<file path="src/rtl/lsr_pkg.sv">
// Constants, types and helpers shared by the limit switch reaction block.
// Assumes a 32-bit classic Wishbone bus with word-aligned registers.
`default_nettype none

package lsr_pkg;

    // Bus geometry.
    localparam int unsigned WB_AW = 16;
    localparam int unsigned WB_DW = 32;
    localparam int unsigned IDX_W = 14;

    // Register indices; the byte address is four times the index.
    localparam logic [13:0] CODE_IDX = 14'h3701;
    localparam logic [13:0] CTRL_IDX = 14'h3710;
    localparam logic [13:0] STAT_IDX = 14'h3711;

    // Reset values.
    localparam logic [15:0] CODE_RST = 16'hFFFF;
    localparam logic [15:0] CTRL_RST = 16'h0004;

    // Reaction option codes (signed 16-bit values).
    localparam logic [15:0] OPT_NONE      = 16'hFFFF;
    localparam logic [15:0] OPT_SLOW_SOD  = 16'h0001;
    localparam logic [15:0] OPT_QUICK_SOD = 16'h0002;
    localparam logic [15:0] OPT_SLOW_QSA  = 16'h0005;
    localparam logic [15:0] OPT_QUICK_QSA = 16'h0006;

    // Control word fields.
    localparam int unsigned CTRL_EN_BIT = 0;
    localparam int unsigned CTRL_QS_BIT = 2;

    // Status word fields.
    localparam int unsigned STAT_STATE_LSB = 0;
    localparam int unsigned STAT_BRAKE_BIT = 4;
    localparam int unsigned STAT_UNSUP_BIT = 5;
    localparam int unsigned STAT_WARN_BIT  = 7;

    typedef enum logic [1:0] {
        ST_SOD,
        ST_OPEN,
        ST_BRAKE,
        ST_QSA
    } lsr_state_e;

    // One register access taken from the bus, valid for one cycle.
    typedef struct packed {
        logic              wr;
        logic              rd;
        logic [IDX_W-1:0]  idx;
        logic [WB_DW-1:0]  wdat;
        logic [3:0]        sel;
    } lsr_acc_s;

    // True for the option codes that select a braking reaction.
    function automatic logic lsr_brakes(input logic [15:0] c);
        return (c == OPT_SLOW_SOD) || (c == OPT_QUICK_SOD) ||
               (c == OPT_SLOW_QSA) || (c == OPT_QUICK_QSA);
    endfunction

    // True for every option code that the block supports.
    function automatic logic lsr_code_ok(input logic [15:0] c);
        return lsr_brakes(c) || (c == OPT_NONE);
    endfunction

endpackage

`default_nettype wire

</file>
<file path="src/rtl/lsr_top.sv">
// Limit switch reaction: warning flag, option code and drive state control.
// Assumes a motion core that brakes on request and reports standstill.
//
// Implementation choice: the Wishbone register port.
`default_nettype none

module lsr_top (
    // Clock and reset.
    input  wire logic                      sys_clk_i,
    input  wire logic                      rstn_i,
    // Wishbone slave.
    input  wire logic                      wb_cyc_i,
    input  wire logic                      wb_stb_i,
    input  wire logic                      wb_we_i,
    input  wire logic [lsr_pkg::WB_AW-1:0] wb_adr_i,
    input  wire logic [lsr_pkg::WB_DW-1:0] wb_dat_i,
    input  wire logic [3:0]                wb_sel_i,
    output logic      [lsr_pkg::WB_DW-1:0] wb_dat_o,
    output logic                           wb_ack_o,
    // Limit switches and motion core.
    input  wire logic [1:0]                lim_i,
    input  wire logic                      brake_done_i,
    output logic                           brake_o,
    output logic                           ramp_quick_o,
    output logic                           energized_o,
    output logic      [1:0]                state_o,
    output logic                           warn_o
);

    lsr_pkg::lsr_acc_s   acc;
    lsr_pkg::lsr_state_e state;
    lsr_pkg::lsr_state_e next_state;

    logic [15:0] code;
    logic [15:0] ctrl;
    logic        warn;
    logic        quick;
    logic        to_qsa;
    logic        qs_low_seen;
    logic        en_low_seen;
    logic        lim_evt;
    logic [31:0] rdat;

    // Bus front end and switch event detector.
    lsr_wb_slave u_wb (
        .sys_clk_i (sys_clk_i),
        .rstn_i    (rstn_i),
        .wb_cyc_i  (wb_cyc_i),
        .wb_stb_i  (wb_stb_i),
        .wb_we_i   (wb_we_i),
        .wb_adr_i  (wb_adr_i),
        .wb_dat_i  (wb_dat_i),
        .wb_sel_i  (wb_sel_i),
        .wb_dat_o  (wb_dat_o),
        .wb_ack_o  (wb_ack_o),
        .acc_o     (acc),
        .rdat_i    (rdat)
    );

    lsr_edge #(
        .N (2)
    ) u_edge (
        .sys_clk_i (sys_clk_i),
        .rstn_i    (rstn_i),
        .lim_i     (lim_i),
        .evt_o     (lim_evt)
    );

    // Register decode and byte-lane merge.
    wire wr_code = acc.wr && (acc.idx == lsr_pkg::CODE_IDX);
    wire wr_ctrl = acc.wr && (acc.idx == lsr_pkg::CTRL_IDX);
    wire wr_stat = acc.wr && (acc.idx == lsr_pkg::STAT_IDX);

    wire [15:0] code_wv = {acc.sel[1] ? acc.wdat[15:8] : code[15:8],
                           acc.sel[0] ? acc.wdat[7:0]  : code[7:0]};
    wire [15:0] ctrl_wv = {acc.sel[1] ? acc.wdat[15:8] : ctrl[15:8],
                           acc.sel[0] ? acc.wdat[7:0]  : ctrl[7:0]};
    wire        warn_clr = wr_stat && acc.sel[0] &&
                           acc.wdat[lsr_pkg::STAT_WARN_BIT];

    wire code_ok   = lsr_pkg::lsr_code_ok(code);
    wire code_brk  = lsr_pkg::lsr_brakes(code);
    wire qs_bit    = ctrl[lsr_pkg::CTRL_QS_BIT];
    wire en_bit    = ctrl[lsr_pkg::CTRL_EN_BIT];
    wire in_open   = (state == lsr_pkg::ST_OPEN);
    wire react     = lim_evt && in_open && code_brk;

    wire [15:0] stat_word = {8'h00,
                             warn,
                             1'b0,
                             ~code_ok,
                             (state == lsr_pkg::ST_BRAKE),
                             2'b00,
                             state};

    assign rdat = (acc.idx == lsr_pkg::CODE_IDX) ? {16'h0000, code} :
                  (acc.idx == lsr_pkg::CTRL_IDX) ? {16'h0000, ctrl} :
                  (acc.idx == lsr_pkg::STAT_IDX) ? {16'h0000, stat_word} :
                  32'h0000_0000;

    // bus-only control
    // Registers written by software; ctrl changes only on a bus write.
    always_ff @(posedge sys_clk_i or negedge rstn_i) begin
        if (!rstn_i) begin
            code <= lsr_pkg::CODE_RST;
            ctrl <= lsr_pkg::CTRL_RST;
        end else begin
            if (wr_code) begin
                code <= code_wv;
            end
            if (wr_ctrl) begin
                ctrl <= ctrl_wv;
            end
        end
    end

    // sticky warning
    // A new switch event wins over a clear in the same cycle.
    always_ff @(posedge sys_clk_i or negedge rstn_i) begin
        if (!rstn_i) begin
            warn <= 1'b0;
        end else if (lim_evt) begin
            warn <= 1'b1;
        end else if (warn_clr) begin
            warn <= 1'b0;
        end
    end

    // ramp and target
    // The ramp and the end state are latched when braking starts.
    always_ff @(posedge sys_clk_i or negedge rstn_i) begin
        if (!rstn_i) begin
            quick  <= 1'b0;
            to_qsa <= 1'b0;
        end else if (react) begin
            quick  <= (code == lsr_pkg::OPT_QUICK_SOD) ||
                      (code == lsr_pkg::OPT_QUICK_QSA);
            to_qsa <= (code == lsr_pkg::OPT_SLOW_QSA) ||
                      (code == lsr_pkg::OPT_QUICK_QSA);
        end
    end

    // low then high
    // The quick-stop bit must be seen low inside Quick stop active first.
    always_ff @(posedge sys_clk_i or negedge rstn_i) begin
        if (!rstn_i) begin
            qs_low_seen <= 1'b0;
        end else if (state != lsr_pkg::ST_QSA) begin
            qs_low_seen <= 1'b0;
        end else if (!qs_bit) begin
            qs_low_seen <= 1'b1;
        end
    end

    // stay disabled
    // Switch on disabled is left only once enable was seen low there.
    always_ff @(posedge sys_clk_i or negedge rstn_i) begin
        if (!rstn_i) begin
            en_low_seen <= 1'b0;
        end else if (state != lsr_pkg::ST_SOD) begin
            en_low_seen <= 1'b0;
        end else if (!en_bit) begin
            en_low_seen <= 1'b1;
        end
    end

    // Drive state transitions.
    always_comb begin
        next_state = state;
        unique case (state)
            lsr_pkg::ST_SOD: begin
                if (en_low_seen && en_bit && qs_bit) begin
                    next_state = lsr_pkg::ST_OPEN;
                end
            end
            lsr_pkg::ST_OPEN: begin
                if (react) begin
                    next_state = lsr_pkg::ST_BRAKE;
                end else if (!en_bit) begin
                    next_state = lsr_pkg::ST_SOD;
                end
            end
            lsr_pkg::ST_BRAKE: begin
                if (brake_done_i) begin
                    next_state = to_qsa ? lsr_pkg::ST_QSA
                                        : lsr_pkg::ST_SOD;
                end
            end
            lsr_pkg::ST_QSA: begin
                if (!en_bit) begin
                    next_state = lsr_pkg::ST_SOD;
                end else if (qs_low_seen && qs_bit) begin
                    next_state = lsr_pkg::ST_OPEN;
                end
            end
        endcase
    end

    always_ff @(posedge sys_clk_i or negedge rstn_i) begin
        if (!rstn_i) begin
            state <= lsr_pkg::ST_SOD;
        end else begin
            state <= next_state;
        end
    end

    // Outputs; the motor stays energized through Quick stop active.
    always_ff @(posedge sys_clk_i or negedge rstn_i) begin
        if (!rstn_i) begin
            brake_o      <= 1'b0;
            ramp_quick_o <= 1'b0;
            energized_o  <= 1'b0;
            state_o      <= 2'b00;
            warn_o       <= 1'b0;
        end else begin
            brake_o      <= (next_state == lsr_pkg::ST_BRAKE);
            ramp_quick_o <= (next_state == lsr_pkg::ST_BRAKE) &&
                            (react ? ((code == lsr_pkg::OPT_QUICK_SOD) ||
                                      (code == lsr_pkg::OPT_QUICK_QSA))
                                   : quick);
            energized_o  <= (next_state != lsr_pkg::ST_SOD);
            state_o      <= next_state;
            warn_o       <= lim_evt | (warn & ~warn_clr);
        end
    end
endmodule

`default_nettype wire

</file>
<file path="src/rtl/lsr_edge.sv">
// Detects a limit switch being reached on any of the switch inputs.
// Assumes the switch inputs are already synchronous to the clock.
`default_nettype none

module lsr_edge #(
    parameter int unsigned N = 2
) (
    // Clock and reset.
    input  wire logic         sys_clk_i,
    input  wire logic         rstn_i,
    // Switch levels and event.
    input  wire logic [N-1:0] lim_i,
    output logic              evt_o
);

    logic [N-1:0] prev;
    logic [N-1:0] rise;

    genvar g;
    generate
        for (g = 0; g < N; g++) begin : g_sw
            assign rise[g] = lim_i[g] & ~prev[g];
            always_ff @(posedge sys_clk_i or negedge rstn_i) begin
                if (!rstn_i) begin
                    prev[g] <= 1'b0;
                end else begin
                    prev[g] <= lim_i[g];
                end
            end
        end
    endgenerate

    always_ff @(posedge sys_clk_i or negedge rstn_i) begin
        if (!rstn_i) begin
            evt_o <= 1'b0;
        end else begin
            evt_o <= |rise;
        end
    end

endmodule

`default_nettype wire

</file>
<file path="src/rtl/lsr_wb_slave.sv">
// Classic Wishbone slave front end: takes one access, answers one cycle on.
// Assumes a master that holds its request until it samples ack high.
`default_nettype none

module lsr_wb_slave (
    // Clock and reset.
    input  wire logic                      sys_clk_i,
    input  wire logic                      rstn_i,
    // Wishbone slave.
    input  wire logic                      wb_cyc_i,
    input  wire logic                      wb_stb_i,
    input  wire logic                      wb_we_i,
    input  wire logic [lsr_pkg::WB_AW-1:0] wb_adr_i,
    input  wire logic [lsr_pkg::WB_DW-1:0] wb_dat_i,
    input  wire logic [3:0]                wb_sel_i,
    output logic      [lsr_pkg::WB_DW-1:0] wb_dat_o,
    output logic                           wb_ack_o,
    // Register side.
    output lsr_pkg::lsr_acc_s              acc_o,
    input  wire logic [lsr_pkg::WB_DW-1:0] rdat_i
);

    wire take = wb_cyc_i & wb_stb_i & ~wb_ack_o;

    assign acc_o.wr   = take & wb_we_i;
    assign acc_o.rd   = take & ~wb_we_i;
    assign acc_o.idx  = wb_adr_i[lsr_pkg::WB_AW-1:2];
    assign acc_o.wdat = wb_dat_i;
    assign acc_o.sel  = wb_sel_i;

    always_ff @(posedge sys_clk_i or negedge rstn_i) begin
        if (!rstn_i) begin
            wb_ack_o <= 1'b0;
            wb_dat_o <= 32'h0000_0000;
        end else begin
            wb_ack_o <= take;
            if (acc_o.rd) begin
                wb_dat_o <= rdat_i;
            end
        end
    end

endmodule

`default_nettype wire

</file>
<file path="config.mk">
export PLATFORM = sky130hd
export DESIGN_NAME = lsr_top
export DESIGN_NICKNAME = d
export VERILOG_FILES = /design/src/rtl/lsr_pkg.sv /design/src/rtl/lsr_top.sv /design/src/rtl/lsr_edge.sv /design/src/rtl/lsr_wb_slave.sv
export SDC_FILE = /design/constraint.sdc
export NUM_CORES = 1
export LEC_CHECK = 0
export ABC_AREA = 1
export BUFFER_PORTS_ARGS = -buffer_cell sky130_fd_sc_hd__buf_2
export CORE_UTILIZATION = 52
export DETAILED_ROUTE_END_ITERATION = 12
export PLACE_DENSITY_LB_ADDON = 0.2
export SLEW_MARGIN = 30
export SYNTH_ARGS = -nofsm -noshare
export SYNTH_HDL_FRONTEND = slang
export SYNTH_SLANG_ARGS = --single-unit
</file>
<file path="constraint.sdc">
create_clock -name sys_clk_i -period 1.45 [get_ports sys_clk_i]
set_input_delay 0.435 -clock sys_clk_i [delete_from_list [all_inputs] [get_ports sys_clk_i]]
set_output_delay 0.435 -clock sys_clk_i [all_outputs]
set_load 0.01 [all_outputs]
</file>
[After elaboration in Yosys (flattened, before gate mapping)]
Cells that the tools add are included.
Cells by class
  bitwise logic cells: 14
  eq/ne operators: 15
  reductions and logical operators: 26
  mux-type cells: 18
Operators with widths (number)
  $eq A14 B14 Y1 const B: 3
  $eq A16 B3 Y1 const B: 2
  $mux W16: 2
  $eq A16 B1 Y1 const B: 1
  $eq A16 B16 Y1 const B: 1
  $eq A16 B2 Y1 const B: 1
  $mux W2: 7
  $logic_and A1 B1 Y1: 11
  $mux W8: 1
  $pmux W2 S4: 1
  $reduce_and A2 Y1: 4
  $and A1 B1 Y1: 7
  $mux W1: 7
  $eq A2 B2 Y1 const B: 3
  $logic_or A1 B1 Y1: 6
  $not A1 Y1: 6
  $reduce_bool A2 Y1: 3
  $ne A2 B1 Y1 const B: 2
  $eq A2 B1 Y1 const B: 1
  $logic_not A2 Y1: 1
  $ne A2 B2 Y1 const B: 1
  $reduce_or A2 Y1: 1
  $or A1 B1 Y1: 1
Word-level totals
  output and inout bits: 39
  word-level logic and storage cells: 92
  bits of input ports: 60
  bits in registers: 79

[Logic depth before layout (Yosys ltp)]
  depth in word-level cells: 9
  mapped depth: 11
  gate-level depth less buffers: 11

[By module]
A second synthesis with hierarchy kept.
Unflattened totals
  cells, all modules: 518
  area total of the unflattened synthesis: 4286.6 µm²
Modules (own cells, without submodules)
  lsr_top: instances 1, sequential area each 1097.3 µm², area each 2467.4 µm², cells an instance 315
  lsr_wb_slave: instances 1, sequential area each 825.8 µm², area each 1725.4 µm², cells an instance 195
  lsr_edge: instances 1, sequential area each 75.1 µm², area each 93.8 µm², cells an instance 8

[Worst setup path after synthesis]
No wires, ideal clock.
  kind: in2reg
  from: input port wb_adr_i[13] (netlist bit)
  to: register ctrl[7]
  path slack: 0.031 ns
  buffers on the path: 2
  library setup time: 0.119 ns
  data required time: 1.331 ns
  cell stages on the path: 9
  arrival: 1.300 ns
  cell sequence: inv_1 nand4_2 nor2_4 and2_4 buf_12 nand3_4 buf_6 nand2_2 o21ai_2
On the way
  longest elaborated chain between the ends: 3
Ends and longest elaborated chain
  start, declared: RTL line lsr_top.sv:15  | input wire logic [lsr_pkg::WB_AW-1:0] wb_adr_i,
  $eq A14 B14 Y1: RTL line lsr_top.sv:71  | wire wr_ctrl = acc.wr && (acc.idx == lsr_pkg::CTRL_IDX);
  $logic_and A1 B1 Y1: RTL line lsr_top.sv:71
  $reduce_and A2 Y1 (no line)
  end signal, assigned: RTL line lsr_top.sv:106  | ctrl <= lsr_pkg::CTRL_RST;
  end signal, assigned: RTL line lsr_top.sv:112  | ctrl <= ctrl_wv;
  end, declared: RTL line lsr_top.sv:35  | logic [15:0] ctrl;
Every way passes these cells.
A chain may end at the register's enable or synchronous reset.

[Worst setup path in the final report]
  from: register code[0]
  to: register brake_o
On the way
  longest elaborated chain between the ends: 8
  elaborated cells on any way between the ends: 11
  those cells by class: 5 x eq/ne; 2 x mux; 4 x reduce/logical
Ends and longest elaborated chain
  start, declared: RTL line lsr_top.sv:34  | logic [15:0] code;
  start signal, assigned: RTL line lsr_top.sv:105  | code <= lsr_pkg::CODE_RST;
  start signal, assigned: RTL line lsr_top.sv:109  | code <= code_wv;
  $eq A16 B1 Y1 or $eq A16 B2 Y1 (tied branches): RTL line lsr_pkg.sv:56  | return (c == OPT_SLOW_SOD) || (c == OPT_QUICK_SOD) ||
  $logic_or A1 B1 Y1 (2 in a row): RTL line lsr_pkg.sv:56
  $logic_or A1 B1 Y1 *: RTL line lsr_pkg.sv:57  | (c == OPT_SLOW_QSA) || (c == OPT_QUICK_QSA);
  $logic_and A1 B1 Y1 *: RTL line lsr_top.sv:86  | wire react = lim_evt && in_open && code_brk;
  $mux W2 *: RTL line lsr_top.sv:177  | if (react) begin
  $pmux W2 S4 *: RTL line lsr_top.sv:170  | unique case (state)
  $eq A2 B2 Y1 *: RTL line lsr_top.sv:216  | brake_o <= (next_state == lsr_pkg::ST_BRAKE);
  end signal, assigned: RTL line lsr_top.sv:216
  end, declared: RTL line lsr_top.sv:23  | output logic brake_o,
Mark *: on every way between the ends. The rest lies on a longest branch, timed or not.

==> impl_summary.log <==
INFO  metric dr.first_iter.drc_count = about 130
INFO  metric clock_sinks = 63
INFO  metric leakage = a little over 2 nW
INFO  metric cts_max_level = 3
INFO  metric synth_cells = between 300 and 400
INFO  metric run_status = complete, but fails checks
INFO  metric failed_checks = setup timing
INFO  metric r2r_end = brake_o
INFO  metric detailed_place_hpwl = roughly 5 mm
INFO  metric routedWlPerCell = 14.1 um
INFO  metric insertedDiodeCount = 0
INFO  metric count_leader_synth = nand2_1
INFO  metric route.detailed.vias_per_inst = about 5
INFO  metric cts-hold-fix-buffers = 0
INFO  metric sequential_share_of_the_synthesized_area = about half
INFO  metric io_buffers = 62
INFO  metric numCtsBuffers = 9
INFO  metric final_area = between 4000 and 5000 um^2
INFO  metric cap_violations = 0
INFO  metric row_count = 28
INFO  metric post_synth_instance_area = approximately 3300 um^2
INFO  metric postLayoutCoreUtil = 71.3%
INFO  metric max_freq = between 600 and 700 MHz
INFO  metric number_of_warnings_printed_during_yosys_synthesis = 0
INFO  metric crit_path_cell_trace = buf_4 -> nor2_1 -> nand2_1 -> nor2_1 -> o21ai_1 -> nand2_2 -> nand2_2 -> nand2_4 -> nand4_4 -> inv_1
INFO  metric start_util = a little under three fifths
INFO  metric avgSynthCellArea = 8.89 um^2
INFO  metric finalHoldViolCount = 0
INFO  metric worstPathMaxFanout = 4
INFO  metric place.gp.congestion = between 0.8 and 0.9
INFO  metric route.vias.total = 2,838
INFO  metric synth_top_area_share = a little over a third
INFO  metric power-per-cell-area = ~880 nW/um^2
INFO  metric latest_clock_arrival_within_the_worst_skew_pair = approximately 0.34 ns
INFO  metric worstReg2RegStart = code[0]
INFO  metric largest_cells_by_area_after_synthesis = dfrtp_1, dfstp_2, nand2_1
INFO  metric placed_cell_area = ~3700 um^2
INFO  metric final_max_slew_viol_count = 0
INFO  metric yosysTopAreaCell = dfrtp_1
INFO  metric critical_path_class = reg -> reg
INFO  metric drtPass1Iterations = 5
INFO  metric vdd_drop_max = between 400 and 500 uV
INFO  metric fin_worst_hold_slack = ~0.094 ns
INFO  metric ffs_latches_synth = between 60 and 70
INFO  metric final_nets = 532
INFO  metric worstRegToRegCells = 10
INFO  metric grt_use_total = between 20% and 30%
INFO  metric root_buffer = clkbuf_8
INFO  metric timing.critical_path.required = between 1.5 and 2 ns
INFO  metric grt_first_pass_wirelength = 11.5 mm
INFO  metric clock_tree.buffer_depth = 2
INFO  metric clock-skew-final = 0.00964 ns
INFO  metric layout_worst_path_cycle_share = 105%
INFO  metric timing.critical_path.depth = 10
INFO  metric post-layout-total-power = between 3 and 4 mW
INFO  metric cp-endpoint = brake_o
INFO  metric grt_pass1_vias = around 2,500
INFO  metric io-pin-count = ~100
INFO  metric dieWidth = roughly 82 um
INFO  metric worst-endpoint-arrival = about 1.8 ns
INFO  metric pin_count_of_the_biggest_net_entering_global_routing = 64
INFO  metric worst-r2r-setup-slack = -0.08 ns
INFO  metric global_route.overflow_total = 0
INFO  metric route.final.wire_length = a little under 8 mm
INFO  metric holdCritPathClass = in -> async
INFO  metric synth-async-reset-ratio = 100%
INFO  metric timing.critical_path.to_type = register
INFO  metric placeableCoreArea = approximately 6000 um^2
INFO  metric synth.cells.most_frequent = nand2_1, dfrtp_1, inv_1, nor2_1, o21ai_2
INFO  metric cp-start-kind = register
INFO  metric crit_buf_inv = 2
INFO  metric cp_slowest_cell = dfstp_2
INFO  metric critical_path.startpoint = code[0]
INFO  metric remaining_drc_errors = 0
INFO  metric clk_pin_slew_worst_paths = about 0.07 ns
INFO  metric final.setup.tns = -0.353 ns
INFO  metric die_height = between 80 and 90 um
INFO  metric synth_ff_type = dfrtp_1
INFO  metric area_delta_synth_final = 29.5%
INFO  metric dieArea = 6700 um^2
INFO  metric rsz_0062_raised_after_global_routing = true
INFO  metric critical_path.max_stage_delay = between 0.5 and 0.6 ns
INFO  metric synth_enable_flop_cells = 0
INFO  metric fin_crit = roughly 1.5 ns
INFO  metric share_of_cells_above_drive_strength_1 = between 40% and 50%
INFO  metric setup_viol = 9
INFO  metric grt_antenna_before_repair = 0
INFO  metric postLayoutSetupSlackWorst = -0.0753 ns
INFO  metric tritoncts = yes
INFO  metric critical_path.top_delay_family = flip-flops
INFO  metric post_synthesis_cell_type_count = 41
INFO  metric ant_nets = 0
## how the worst min path moves through the flow
stage | endpoint | cells past startpoint | from | slack, ns
6_report | ctrl[15] | 2 | rstn_i | 0.09
4_1_cts | ctrl[9] | 2 | rstn_i | 0.10
3_3_place_gp | u_edge.evt_o | 1 | u_edge.prev[1] | 0.40
5_1_grt | ctrl[15] | 2 | rstn_i | 0.12
2_1_floorplan | brake_o | 0 | rstn_i | 0.14
3_5_place_dp | u_edge.evt_o | 1 | u_edge.prev[1] | 0.43
## logic make-up after synthesis
logic type | share of synthesized area, %
buffers and inverters | 11.7
AND/OR/NAND/NOR | 25.8
other | 0.113
flip-flops | 48.2
AO/OA/AOI/OAI | 14.2
## registers in the layout, summed over array words and instances (netlist names)
register       count
code              16
qs_low_seen        1
warn               1
energized_o        1
u_edge.prev        2
brake_o            1
u_wb.wb_dat_o     16
warn_o             1
u_wb.wb_ack_o      1
ctrl              16
ramp_quick_o       1
en_low_seen        1
state_o            2
u_edge.evt_o       1
quick              1
to_qsa             1
## report_power, final
part / switching (mW) / internal, mW
Clock: 0.654 / 0.868
Combinational: 0.234 / 0.160
Sequential: 0.0384 / 1.83
Total: 0.926 / 2.86
## timing repair
item,4_1_cts,5_1_grt
setup buffers,4,9
resized for setup,12,34
pin swaps,11,15
gates cloned,2,2
endpoints found under the setup margin,41,43
## final cells by class
class                      instances  area (um^2)
fill                             462         1730
sequential                        63         1600
multi-input combinational        257         1580
timing repair buffer              96          652
inverter                          45          179
clock buffer                      11          151
tap                               75         93.8
clock inverter                     4         45.0
## per-stage QoR
step,worst slack (ns),instances
2_1_floorplan,0.0309,388
3_3_place_gp,-0.152,521
3_5_place_dp,-0.218,521
4_1_cts,-0.0420,540
5_1_grt,-0.175,551
6_report,-0.0753,551
## layer usage
layer | GRT usage [%] | routed length [um] | part of all wire [%]
met2 | 35.2 | 3650 | 47
met3 | 4.78 | 617 | 7.9
met1 | 31.4 | 3340 | 43
met5 | 0 | 0 | 0
met4 | 12.3 | 178 | 2.3
## cells in the final DEF, fill, tap and decap left out, types with 7 or more instances in the layout
master,netlist,routed
a31oi_1,11,11
buf_2,2,62
buf_4,18,24
clkbuf_8,0,11
conb_1,1,16
dfrtp_1,46,45
dfstp_2,17,17
inv_1,40,40
nand2_1,101,86
nand2_2,6,13
nand2_4,1,9
nand3_4,4,7
nor2_1,36,32
nor2_2,3,7
o21ai_2,32,32
(Power assumes the default switching activity.)
